--- src/common/dfs_defines.svh ---
// Purpose: Offsets, field positions and fixed values of the sequencer.
// Assumes: Included by its bare name from the design; the package does not include it.
// Notes:   Definitions only.
`ifndef DFS_DEFINES_SVH
`define DFS_DEFINES_SVH

// Register byte offsets on the Avalon-MM slave.
`define DFS_CS_OFS     3'h0
`define DFS_DB_OFS     3'h4

// Field positions in command_status_reg.
`define DFS_CS_GO      0
`define DFS_CS_FN_LO   1
`define DFS_CS_FN_HI   3
`define DFS_CS_UNIT    4
`define DFS_CS_DONE    5
`define DFS_CS_IE      6
`define DFS_CS_TR      7
`define DFS_CS_DENS    8
`define DFS_CS_ERR     15

// Field positions in error_status_reg.
`define DFS_ES_CRC     0
`define DFS_ES_INIT    2
`define DFS_ES_PWR     3
`define DFS_ES_DENERR  4
`define DFS_ES_DRVDEN  5
`define DFS_ES_DD      6
`define DFS_ES_READY   7
`define DFS_ES_UNIT    8

// Fixed values used by the sequences.
`define DFS_CONFIRM    8'h49
`define DFS_CRC_INIT   16'hFFFF
`define DFS_CRC_POLY   16'h1021
`define DFS_RST_SECTOR 8'h01
`define DFS_RST_TRACK  8'h01
`define DFS_FMT_SECTOR 8'h01
`define DFS_FMT_TRACK  8'h00
`define DFS_DMA_STEP   16'h0002
`define DFS_DUMP_LAST  2'h3

// Error code that the sequencer raises itself; the value is arbitrary.
`define DFS_EC_CRC     8'h0C

`endif

--- src/common/dfs_pkg.sv ---
// Purpose: Types shared by the diskette function sequencer.
// Assumes: Nothing beyond the defines header.
// Notes:   States, drive operations and carrier structs.
package dfs_pkg;

	// Sequencer states.
	typedef enum logic [3:0] {
		S_IDLE     = 4'h0,
		S_ARG_SEC  = 4'h1,
		S_ARG_TRK  = 4'h2,
		S_ARG_CONF = 4'h3,
		S_ARG_ADDR = 4'h4,
		S_DRIVE    = 4'h5,
		S_DUMP     = 4'h6,
		S_PWR_LOST = 4'h7,
		S_RESTORE  = 4'h8
	} dfs_state_t;

	// Operations requested from the drive subsystem.
	typedef enum logic [2:0] {
		OP_READ      = 3'h0,
		OP_WRITE     = 3'h1,
		OP_WRITE_DEL = 3'h2,
		OP_FORMAT    = 3'h3,
		OP_STATUS    = 3'h4,
		OP_RESTORE   = 3'h5
	} dfs_op_t;

	// Request held toward the drive until it answers.
	typedef struct packed {
		logic       valid;
		dfs_op_t    op;
		logic       unit;
		logic       density;
		logic [7:0] track;
		logic [7:0] sector;
	} dfs_drv_req_t;

	// One-cycle answer from the drive.
	typedef struct packed {
		logic       valid;
		logic       not_found;
		logic       density_err;
		logic       hdr_damaged;
		logic       deleted_mark;
		logic       ready;
		logic       disk_density;
		logic       head_load;
		logic [7:0] err_code;
	} dfs_drv_rsp_t;

	// Byte of a data field read from the disk.
	typedef struct packed {
		logic       valid;
		logic [7:0] data;
	} dfs_rd_byte_t;

	// DMA word write toward memory.
	typedef struct packed {
		logic        valid;
		logic [15:0] addr;
		logic [15:0] data;
	} dfs_dma_t;

endpackage : dfs_pkg

--- src/dfs_sequencer.sv ---
// Purpose: Function sequencer of a diskette controller interface.
// Assumes: Drive subsystem and DMA run on core_clk.
// Notes:   Registers reached over Avalon-MM with waitrequest.
`timescale 1ns/1ps
`default_nettype none
`include "dfs_defines.svh"

module dfs_sequencer
	import dfs_pkg::*;
(
	input  wire logic         core_clk,
	input  wire logic         rst_b,
	input  wire logic [2:0]   avs_address,
	input  wire logic         avs_read,
	input  wire logic         avs_write,
	input  wire logic [31:0]  avs_writedata,
	input  wire logic [3:0]   avs_byteenable,
	output logic [31:0]       avs_readdata,
	output logic              avs_waitrequest,
	output logic              irq,
	output dfs_drv_req_t      drv_req,
	input  wire dfs_drv_rsp_t drv_rsp,
	input  wire dfs_rd_byte_t rd_byte,
	output dfs_dma_t          dma,
	input  wire logic         dma_ack,
	input  wire logic         subsystem_power_loss
);

	// Whole state of the block in one record.
	typedef struct packed {
		dfs_state_t      st;
		logic            ack;
		logic [31:0]     rdata;
		logic            err;
		logic            dens;
		logic            tr;
		logic            ie;
		logic            done;
		logic            unit;
		logic [2:0]      func;
		logic [15:0]     es;
		logic [15:0]     db;
		logic [7:0]      sector;
		logic [7:0]      track;
		logic [1:0][7:0] cur_trk;
		logic [1:0]      drv_den;
		logic            head_load;
		logic [7:0]      err_code;
		logic [7:0]      wc;
		logic [15:0]     crc;
		logic [1:0]      word;
		logic            rst_rd;
		logic            pl1;
		logic            pl2;
		logic            pl3;
		logic            irq;
		dfs_drv_req_t    req;
		dfs_dma_t        dma;
	} dfs_regs_t;

	dfs_regs_t   q;       // Registered state.
	dfs_regs_t   next_q;  // Value for the next edge.
	logic        wr_cs;   // Write to command_status_reg taken.
	logic        wr_db;   // Write to data_buffer_reg taken.
	logic [15:0] wdat;    // Write data merged with byte lanes.
	logic [15:0] cs_view; // Read view of command_status_reg.
	logic [15:0] dump_w;  // Next word of the error code dump.

	// One byte step of the CCITT CRC, most significant bit first.
	function automatic logic [15:0] crc_step(input logic [15:0] c,
			input logic [7:0] b);
		logic [15:0] r;
		r = c ^ {b, 8'h00};
		for (int i = 0; i < 8; i++) begin
			if (r[15]) begin
				r = {r[14:0], 1'b0} ^ `DFS_CRC_POLY;
			end else begin
				r = {r[14:0], 1'b0};
			end
		end
		return r;
	endfunction : crc_step

	// Slow registers answer one cycle after the request is seen.
	assign avs_waitrequest = (avs_read | avs_write) & ~q.ack;
	assign avs_readdata    = q.rdata;
	assign irq             = q.irq;
	assign drv_req         = q.req;
	assign dma             = q.dma;

	// Bus strobes, qualified by the answer cycle.
	assign wr_cs = q.ack & avs_write & (avs_address == `DFS_CS_OFS);
	assign wr_db = q.ack & avs_write & (avs_address == `DFS_DB_OFS);

	// Unwritten byte lanes keep the old data buffer bits.
	assign wdat = {avs_byteenable[1] ? avs_writedata[15:8] : q.db[15:8],
		avs_byteenable[0] ? avs_writedata[7:0] : q.db[7:0]};

	// Command and status as the host reads it; go reads zero.
	assign cs_view = {q.err, 6'h00, q.dens, q.tr, q.ie, q.done,
		q.unit, q.func, 1'b0};

	// Word after the one on offer; word one is loaded with the address.
	always_comb begin
		unique case (q.word)
			2'h0: dump_w = {q.cur_trk[1], q.cur_trk[0]};
			2'h1: dump_w = {q.sector, q.track};
			2'h2: dump_w = {q.cur_trk[q.unit], q.unit, q.drv_den[1],
				q.head_load, q.drv_den[0], 3'h0, q.dens};
			2'h3: dump_w = {q.wc, q.err_code};
		endcase
	end

	// Next-state logic for the bus, the sequencer and the pin.
	always_comb begin
		next_q = q;

		// The power pin crosses two flip-flops before use.
		next_q.pl1 = subsystem_power_loss;
		next_q.pl2 = q.pl1;
		next_q.pl3 = q.pl2;

		// Bus answer: capture read data, then release the slave.
		if (q.ack) begin
			next_q.ack = 1'b0;
		end else if (avs_read | avs_write) begin
			next_q.ack   = 1'b1;
			next_q.rdata = 32'h0000_0000;
			if (avs_address == `DFS_CS_OFS) begin
				next_q.rdata[15:0] = cs_view;
			end else if (avs_address == `DFS_DB_OFS) begin
				next_q.rdata[15:0] = q.db;
			end
		end

		// Interrupt enable may change at any time.
		if (wr_cs && avs_byteenable[0]) begin
			next_q.ie = avs_writedata[`DFS_CS_IE];
		end

		// The drive request drops once answered.
		if (drv_rsp.valid) begin
			next_q.req.valid = 1'b0;
		end

		unique case (q.st)
			// Wait for a function code while done stands.
			S_IDLE: begin
				if (wr_cs && q.done && (&avs_byteenable[1:0])) begin
					next_q.func = avs_writedata[`DFS_CS_FN_HI:`DFS_CS_FN_LO];
					next_q.unit = avs_writedata[`DFS_CS_UNIT];
					next_q.dens = avs_writedata[`DFS_CS_DENS];
					if (avs_writedata[`DFS_CS_GO]) begin
						next_q.err  = 1'b0;
						next_q.done = 1'b0;
						unique case (next_q.func)
							// Read and both writes take two arguments.
							3'h2, 3'h3, 3'h6: begin
								next_q.es = 16'h0000;
								next_q.tr = 1'b1;
								next_q.st = S_ARG_SEC;
							end
							// Set density needs a confirm character.
							3'h4: begin
								next_q.es = 16'h0000;
								next_q.tr = 1'b1;
								next_q.st = S_ARG_CONF;
							end
							// Read status goes straight to the drive.
							3'h5: begin
								next_q.req = '{1'b1, OP_STATUS, next_q.unit,
									next_q.dens, q.track, q.sector};
								next_q.st  = S_DRIVE;
							end
							// Error code dump first takes an address.
							3'h7: begin
								next_q.tr = 1'b1;
								next_q.st = S_ARG_ADDR;
							end
							// Buffer moves are not handled by this block.
							default: begin
								next_q.db   = q.es;
								next_q.done = 1'b1;
							end
						endcase
					end
				end
			end

			// Sector address arrives while the request stands.
			S_ARG_SEC: begin
				if (wr_db && q.tr) begin
					next_q.db     = wdat;
					next_q.sector = wdat[7:0];
					next_q.tr     = 1'b0;
					next_q.st     = S_ARG_TRK;
				end
			end

			// Track address; the request stays low while seeking.
			S_ARG_TRK: begin
				if (wr_db && q.tr) begin
					next_q.db      = wdat;
					next_q.track   = wdat[7:0];
					next_q.tr      = 1'b0;
					next_q.crc     = `DFS_CRC_INIT;
					next_q.req     = '{1'b1, OP_READ, q.unit, q.dens,
						wdat[7:0], q.sector};
					if (q.func == 3'h2) begin
						next_q.req.op = OP_WRITE;
					end else if (q.func == 3'h6) begin
						next_q.req.op = OP_WRITE_DEL;
					end
					next_q.st      = S_DRIVE;
				end else begin
					// The request comes back one cycle after the sector.
					next_q.tr = 1'b1;
				end
			end

			// Only the confirm character starts a reformat.
			S_ARG_CONF: begin
				if (wr_db && q.tr) begin
					next_q.db = wdat;
					if (wdat[7:0] == `DFS_CONFIRM) begin
						next_q.tr  = 1'b0;
						next_q.req = '{1'b1, OP_FORMAT, q.unit, q.dens,
							`DFS_FMT_TRACK, `DFS_FMT_SECTOR};
						next_q.st  = S_DRIVE;
					end
				end
			end

			// Memory address for the dump.
			S_ARG_ADDR: begin
				if (wr_db && q.tr) begin
					next_q.db   = wdat;
					next_q.tr   = 1'b0;
					next_q.word = 2'h0;
					next_q.dma  = '{1'b1, wdat, {q.wc, q.err_code}};
					next_q.st   = S_DUMP;
				end
			end

			// Drive busy; read bytes feed the CRC as they arrive.
			S_DRIVE: begin
				if (rd_byte.valid && q.req.op == OP_READ) begin
					next_q.crc = crc_step(q.crc, rd_byte.data);
				end
				if (drv_rsp.valid) begin
					next_q.done      = 1'b1;
					next_q.head_load = drv_rsp.head_load;
					next_q.es[`DFS_ES_UNIT] = q.unit;
					next_q.es[`DFS_ES_DRVDEN] = drv_rsp.disk_density;
					next_q.drv_den[q.unit] = drv_rsp.disk_density;
					if (q.req.op == OP_STATUS) begin
						next_q.es[`DFS_ES_READY] = drv_rsp.ready;
					end else if (q.req.op == OP_FORMAT) begin
						if (drv_rsp.hdr_damaged) begin
							next_q.err      = 1'b1;
							next_q.err_code = drv_rsp.err_code;
						end else begin
							next_q.drv_den[q.unit] = q.dens;
						end
					end else if (drv_rsp.not_found) begin
						next_q.err      = 1'b1;
						next_q.err_code = drv_rsp.err_code;
					end else if (drv_rsp.density_err) begin
						next_q.es[`DFS_ES_DENERR] = 1'b1;
						next_q.err      = 1'b1;
						next_q.err_code = drv_rsp.err_code;
					end else begin
						next_q.cur_trk[q.unit] = q.track;
						if (q.req.op == OP_READ) begin
							next_q.es[`DFS_ES_DD] = drv_rsp.deleted_mark;
							if (next_q.crc != 16'h0000) begin
								next_q.es[`DFS_ES_CRC] = 1'b1;
								next_q.err      = 1'b1;
								next_q.err_code = `DFS_EC_CRC;
							end
						end
					end
					// Every ending leaves the status in the data buffer.
					next_q.db = next_q.es;
					next_q.st = S_IDLE;
				end
			end

			// Next word loads only on acceptance, so the offer never moves.
			S_DUMP: begin
				if (dma_ack) begin
					next_q.dma.data = dump_w;
					next_q.dma.addr = 16'(q.dma.addr + `DFS_DMA_STEP);
					next_q.word     = 2'(q.word + 2'h1);
					if (q.word == `DFS_DUMP_LAST) begin
						next_q.dma.valid = 1'b0;
						next_q.done      = 1'b1;
						next_q.st        = S_IDLE;
					end
				end
			end

			// Power gone: wait for it to come back.
			S_PWR_LOST: begin
				next_q.st = S_PWR_LOST;
			end

			// Home the heads, then read the check sector.
			S_RESTORE: begin
				if (drv_rsp.valid && !q.rst_rd) begin
					next_q.cur_trk = '0;
					next_q.rst_rd  = 1'b1;
					next_q.req     = '{1'b1, OP_READ, 1'b0, q.dens,
						`DFS_RST_TRACK, `DFS_RST_SECTOR};
				end else if (drv_rsp.valid) begin
					next_q.rst_rd = 1'b0;
					next_q.es[`DFS_ES_INIT] = 1'b1;
					next_q.db   = next_q.es;
					next_q.done = 1'b1;
					next_q.st   = S_IDLE;
				end
			end

			// Unused codes fall back to the idle state.
			default: begin
				next_q.st = S_IDLE;
			end
		endcase

		// Power loss overrides any sequence in flight.
		if (q.pl2 && !q.pl3) begin
			next_q.req.valid = 1'b0;
			next_q.dma.valid = 1'b0;
			next_q.tr        = 1'b0;
			next_q.done      = 1'b1;
			next_q.err       = 1'b1;
			next_q.es[`DFS_ES_PWR] = 1'b1;
			next_q.db        = next_q.es;
			next_q.st        = S_PWR_LOST;
		end else if (!q.pl2 && q.pl3) begin
			// Return of power clears errors and restarts the drive.
			next_q.done   = 1'b0;
			next_q.err    = 1'b0;
			next_q.es     = 16'h0000;
			next_q.rst_rd = 1'b0;
			next_q.req    = '{1'b1, OP_RESTORE, 1'b0, q.dens,
				`DFS_FMT_TRACK, `DFS_FMT_SECTOR};
			next_q.st     = S_RESTORE;
		end

		// The interrupt request follows done and the enable.
		next_q.irq = next_q.ie & next_q.done;
	end

	// State register; reset starts the restore sequence.
	always_ff @(posedge core_clk or negedge rst_b) begin
		if (!rst_b) begin
			q           <= '0;
			q.st        <= S_RESTORE;
			q.req.valid <= 1'b1;
			q.req.op    <= OP_RESTORE;
		end else begin
			q <= next_q;
		end
	end

endmodule : dfs_sequencer
`default_nettype wire

--- config.mk ---
export PLATFORM = sky130hd
export DESIGN_NAME = dfs_sequencer
export DESIGN_NICKNAME = d
export VERILOG_FILES = /design/src/common/dfs_pkg.sv /design/src/dfs_sequencer.sv
export VERILOG_INCLUDE_DIRS = /design/src /design/src/common
export SDC_FILE = /design/constraint.sdc
export NUM_CORES = 1
export LEC_CHECK = 0
export BUFFER_PORTS_ARGS = -buffer_cell sky130_fd_sc_hd__buf_2
export CELL_PAD_IN_SITES_DETAIL_PLACEMENT = 1
export CELL_PAD_IN_SITES_GLOBAL_PLACEMENT = 1
export CORE_AREA = 4 4 168 170
export CTS_CLUSTER_DIAMETER = 60
export DETAILED_ROUTE_END_ITERATION = 16
export DIE_AREA = 0 0 172 174
export HOLD_SLACK_MARGIN = 0.02
export PLACE_DENSITY_LB_ADDON = 0.08
export REMOVE_ABC_BUFFERS = 1
export SYNTH_ARGS = -nofsm -noshare
export SYNTH_HDL_FRONTEND = slang
export SYNTH_SLANG_ARGS = --single-unit
--- constraint.sdc ---
create_clock -name core_clk -period 2.4 [get_ports core_clk]
set_clock_uncertainty 0.05 [all_clocks]
set_input_delay 0.12 -clock core_clk [delete_from_list [all_inputs] [get_ports core_clk]]
set_output_delay 0.12 -clock core_clk [all_outputs]
set_load 0.01 [all_outputs]
==> results of run 1 <==
## kinds of logic after synthesis
kind of cell	Yosys count	synth area share, %
AO/OA/AOI/OAI	325	19.9
XOR/XNOR	26	2.50
adder cells (fa/ha/maj)	8	0.977
buffers and inverters	184	10.1
flip-flops	183	44.7
multiplexers	49	5.19
other	1	0.0366
AND/OR/NAND/NOR	361	16.5
## synthesized netlist by cell type, drive strengths merged, types with 7 or more instances
master  count
dfrtp     179
nor2b       8
nand2     135
nor2       90
or3         7
inv        33
mux2i      16
a222oi     16
xor2       10
o21ai      93
buf       105
clkbuf     46
nand2b     10
mux2       33
a22o       10
nor3       28
a21oi      99
o22ai      20
nand3      32
and2       16
a22oi      36
ha          8
xnor2      15
## layer usage
layer	track usage [%]	vias to the layer above	wire [um]
met5	0	-	0
met4	6.16	0	726
met3	3.02	41	1360
met2	39.8	222	17700
met1	34.1	4631	16700
li1	-	4291	-
## flip-flops by register name (all words and copies together), names as in the netlist, named ones only
name / flops
irq: 1
dma: 33
drv_req: 22
avs_readdata: 16
cs_view: 9
q: 99
next_q: 2
## layout make-up
type,count,area share (%)
multi-input combinational,785,39.3
tap,341,3.33
clock buffer,17,3.32
clock inverter,15,1.43
inverter,33,0.966
timing repair buffer,294,15.8
sequential,183,35.8
## worst reg2reg max path: cells and delay by family, from the launching register on
| kind | cells | cell delay [ps] |
|---|---|---|
| AO/OA/AOI/OAI | 2 | 480 |
| buffers and inverters | 1 | 160 |
| flip-flops | 1 | 350 |
| AND/OR/NAND/NOR | 5 | 1260 |
## worst min-delay path by stage
| stage | slack [ps] | end | startpoint | cells past startpoint |
|---|---|---|---|---|
| finish | 40 | q[126]$_DFFE_PN0P_ | avs_writedata[5] | 3 |
| global route | 60 | cs_view[1]$_DFFE_PN0P_ | avs_writedata[1] | 3 |
| CTS | 30 | q[126]$_DFFE_PN0P_ | avs_writedata[5] | 3 |
| detailed placement | 110 | q[74]$_DFFE_PN0P_ | rst_b | 1 |
| floorplan | -230 | async pin | rst_b | 0 |
| global placement | 110 | q[74]$_DFFE_PN0P_ | rst_b | 1 |
## power breakdown
group	internal, mW	switching [mW]	total [mW]
logic	3.01	3.50	6.51
registers	3.84	0.763	4.60
clock network	1.42	1.49	2.91
total	8.27	5.75	14.0
## layout by cell type (no fill, tap or decap), types with 24 or more instances in the layout
master	instances
a21oi_1	94
dfrtp_1	174
buf_4	142
buf_2	124
nor3_1	24
nand3_1	31
nand2_1	134
o21ai_0	83
nor2_1	85
inv_1	33
a22oi_1	28
mux2_2	33
## timing repair
item | 4_1_cts | 5_1_grt
gates resized for setup | 13 | 60
hold buffers | 15 | 0
endpoints found under the hold margin | 73 | 0
pin swaps | 7 | 19
endpoints found under the setup margin | 52 | 80
buffers inserted | 3 | 4
## metrics by stage
stage	setup slack, ps	utilization [%]	area [sq um]	instances	setup TNS, ps
after global placement	-48.4	43.6	11600	1615	-355
after floorplan	-1500	-	9390	1001	-47460
after CTS	-8.14	46.8	12500	1665	-8.14
after detailed placement	-103	43.6	11600	1615	-2630
final	-26.2	48.0	12800	1668	-36.0
after global routing	-88.9	48.0	12800	1668	-1170
==> run_results.csv, run 1 <==
group,metric,value,unit
routing,drt_iter0_drc,618,
sta,finalSetupViolCount,2,
final_layout,multiInputGateArea,5040,sq um
floorplan,num_rows,60,
setup_path,start_kind,"register",
setup_path,worstPathArrival,2680,ps
power,irDropWorstVdd,435,uV
yosys,synthesis.instances,1137,
place,hpwlAfterDp,27200,um
grt,track_usage,24.3,%
floorplan,boundaryPins,159,
place,io_buffers,124,
clock_network,clock_latency,440,ps
setup_path,startpoint,"q[202]$_DFF_PN0_",
setup_path,r2r_cells,8,
grt,grt_pass1_vias,9574,
clock_network,clock_path_buffers,2,
clock_network,numClockSinks,183,
yosys,synthTopCellsByArea,"dfrtp_1, buf_4, nand2_1, a21oi_1, o21ai_0",
power,p_per_area,1090,nW/um^2
final_layout,ff_latch_area,4590,sq um
final_layout,drive_gt1_share,31.5,%
routing,first_pass_iters,5,
yosys,synthArstFlopShare,100,%
run_status,status,"complete, but fails checks",
setup_path,critical_path.top_delay_family,"simple AND/OR/NAND/NOR gates",
setup_path,required,2650,ps
routing,antenna_left,0,
yosys,synth_top_cell_by_area,"dfrtp_1",
setup_path,endpoint,"drv_req[13]$_DFF_PN0_",
floorplan,start_util,38.3,%
setup_path,worst-path-stages,8,
setup_path,crit_type,"reg2reg",
routing,wirelength,36500,um
sta,fmaxAchievable,412,MHz
clock_network,root_buffer,"clkbuf_16",
setup_path,path_max_fanout,8,
routing,vias,9185,
final_layout,nFillCells,3118,
yosys,ys_seq_elements,183,
grt,grt_max_degree,64,
power,p_leak,5.96,nW
final_layout,area_growth,25.1,%
grt,antenna_found_initial,0,
setup_path,worstReg2RegEnd,"drv_req[13]$_DFF_PN0_",
routing,viasPerCell,5.51,
sta,whs,38.9,ps
sta,setup_ws,-26.2,ps
yosys,syn_avg_cell_area,9.01,sq um
sta,fin_crit_sh,101,%
run_status,failed_checks,"setup timing",
grt,overflow,0,
grt,grt_pass1_wl,56600,um
setup_path,reg2reg_slack,-30,ps
floorplan,fp.dieH,174,um
yosys,synth_ff_type,"dfrtp_1",
floorplan,coreArea,26700,sq um
setup_path,slowest_stage,"or3_4",
setup_path,r2r-start,"q[202]$_DFF_PN0_",
setup_path,endpoint_kind,"register",
sta,drv_slew,0,
setup_path,worst-path-buf-inv,1,
yosys,synth_area,10200,sq um
run,max-cap-violations,0,
sta,finalHoldViolCount,0,
clock_network,htree_levels,4,
floorplan,die_w,172,um
setup_path,cp_slowest_stage_delay,370,ps
setup_path,worst_path_most_repeated_cell,"or3_4",
yosys,synth_seq_area_share,44.7,%
yosys,synth_edf_count,0,
clock_network,clk_pin_slew,80,ps
sta,worst_pin_slew,739,ps
final_layout,finalNetCount,1392,
place,gp_congestion,0.889,
clock_network,cts_tree,"built",
sta,slew_headroom,50.7,%
sta,period_needed,2430,ps
sta,rsz0062_at_grt,"true",
routing,avgRoutedWirePerCell,21.9,um
final_layout,antenna_cells,0,
yosys,ys_types,74,
setup_path,worstPathCellList,"and4bb_2, nand4_4, or3_4, a21o_1, or3_4, buf_12, a222oi_1, nor2_1",
min_path,hold_class,"in2reg",
yosys,yosysWarnings,0,
floorplan,die-area,29900,sq um
yosys,synth_top_area_share,43.7,%
routing,drc,0,
power,total_power,14.0,mW
clock_network,cts_made_buffers,17,
Power figures use the tool's default switching activity.
==> inputs of run 2 (changes only) <==
Settings changed: CTS_CLUSTER_DIAMETER 60 to not set, PLACE_DENSITY set to 0.75, PLACE_DENSITY_LB_ADDON 0.08 to not set, SKIP_CTS_REPAIR_TIMING set to 1.
==> run 2 against run 1 <==
The run still ends with setup timing left. Via count rose by 3.0%. Global-route usage fell by 0.86 points. Combinational power fell by 0.8%. Final cell count fell by 0.60%. Sequential power barely moved. Critical path type unchanged. Highest routed layer unchanged. Largest cell class unchanged. Maximum frequency rose by 0.53%. Count of clock-buffer cells in the layout did not move. Flip-flop and latch count did not move. Power fell by 0.19%. Sequential share of layout area rose by 0.35 points.
==> run_results.csv, run 2 (same netlist as run 1, synthesis figures left out) <==
group,metric,value,unit
place,gp_congestion,0.913,
clock_network,clock_path_buffers,2,
final_layout,largest_reg_flops,99,
sta,period_needed,2410,ps
place,dpl-instance-area,11500,sq um
grt,track_usage,23.4,%
final_layout,drive_gt1_share,30.8,%
sta,fin_crit_sh,101,%
final_layout,antenna_cells,0,
setup_path,path_max_fanout,14,
floorplan,num_rows,60,
grt,grt_pass1_wl,55300,um
place,hpwlAfterDp,26300,um
clock_network,cts_made_buffers,17,
power,irDropWorstVdd,397,uV
clock_network,cts_tree,"built",
setup_path,worstPathArrival,2680,ps
final_layout,final_area,12700,sq um
floorplan,boundaryPins,159,
final_layout,mostFrequentLayoutCell,"dfrtp_1",
sta,whs,10.6,ps
run_status,status,"complete, but fails checks",
routing,drt_iter0_drc,817,
run,max-cap-violations,0,
floorplan,fp.dieH,174,um
sta,slew_headroom,53.0,%
clock_network,numClockSinks,183,
floorplan,start_util,38.3,%
grt,overflow,0,
clock_network,htree_levels,4,
setup_path,endpoint_kind,"register",
floorplan,die-area,29900,sq um
clock_network,clock_latency,450,ps
min_path,worstHoldStart,"drv_rsp[11]",
min_path,hold_class,"in2reg",
setup_path,crit_type,"reg2reg",
floorplan,die_w,172,um
setup_path,start_kind,"register",
run_status,failed_checks,"setup timing",
place,io_buffers,124,
grt,grt_max_degree,68,
routing,vias,9458,
grt,antenna_found_initial,0,
final_layout,final_cell_mix,"dfrtp_1, buf_4, nand2_1, buf_2, a21oi_1",
clock_network,clk_pin_slew,80,ps
final_layout,area_growth,23.9,%
routing,wirelength,36800,um
sta,setup_ws,-13.5,ps
power,p_leak,5.91,nW
sta,fmaxAchievable,414,MHz
routing,viasPerCell,5.70,
grt,grt_pass1_vias,9661,
setup_path,r2r-start,"q[202]$_DFF_PN0_",
final_layout,top_register,"q",
setup_path,required,2660,ps
sta,finalHoldViolCount,0,
power,total_power,14.0,mW
floorplan,coreArea,26700,sq um
power,p_per_area,1100,nW/um^2
sta,worst_pin_slew,701,ps
setup_path,startpoint,"q[202]$_DFF_PN0_",
sta,drv_slew,0,
sta,rsz0062_at_grt,"true",
routing,drc,0,
final_layout,finalNetCount,1382,
place,dp_slack,-192,ps
clock_network,root_buffer,"clkbuf_16",
sta,finalSetupViolCount,1,
routing,antenna_left,0,
routing,first_pass_iters,8,
routing,avgRoutedWirePerCell,22.2,um
-- run 2: power by group --
part	total (mW)	leakage (nW)	switching [mW]	internal, mW
sequential	4.61	2.40	0.774	3.84
combinational	6.46	3.23	3.53	2.94
clock	2.92	0.289	1.51	1.41
-- run 2: final cells by class --
cell class	instances	area, sq um
clock buffers	17	425
clock inverters	15	174
fillers	3107	14000
inverters	33	124
multi-input cells	785	5020
flip-flops and latches	183	4590
well taps	341	427
repair buffers	284	1930
-- run 2: path summary, 6_finish.rpt --
| kind | endpoint | slack (ps) | cells past startpoint |
|---|---|---|---|
| setup / recovery | drv_req[16]$_DFF_PN0_ | -10 | 8 |
| hold / removal | q[151]$_DFF_PN0_ | 10 | 3 |
| setup reg to reg | drv_req[16]$_DFF_PN0_ | -10 | 8 |
| hold reg to reg | next_q[56]$_DFF_PN0_ | 310 | 0 |
| max in group asynchronous | q[151]$_DFF_PN0_ | 1360 | 3 |
| min in group asynchronous | cs_view[5]$_DFF_PN0_ | 220 | 2 |
-- run 2: per-layer routing --
layer	GRT usage (%)	routed length, um	vias to the layer above
met1	31.7	15800	4784
met5	0	0	-
met2	37.9	17800	312
li1	-	-	4287
met4	8.19	1230	0
met3	4.00	1940	75
-- run 2: through the flow --
step	setup TNS, ps	utilization, %	instances
6_report	-13.5	47.5	1658
5_1_grt	-744	47.5	1658
4_1_cts	-3420	45.2	1627
3_5_place_dp	-2580	43.0	1595
3_3_place_gp	-818	43.0	1595
2_1_floorplan	-47460	-	1001
-- run 2: critical path, cell delays in order (launching register included) --
cell	delay (ps)
dfrtp_1	360
and4bb_4	290
nand4_4	100
or3_4	360
a21o_1	210
or3_4	350
buf_12	160
a222oi_1	290
o21ai_1	110
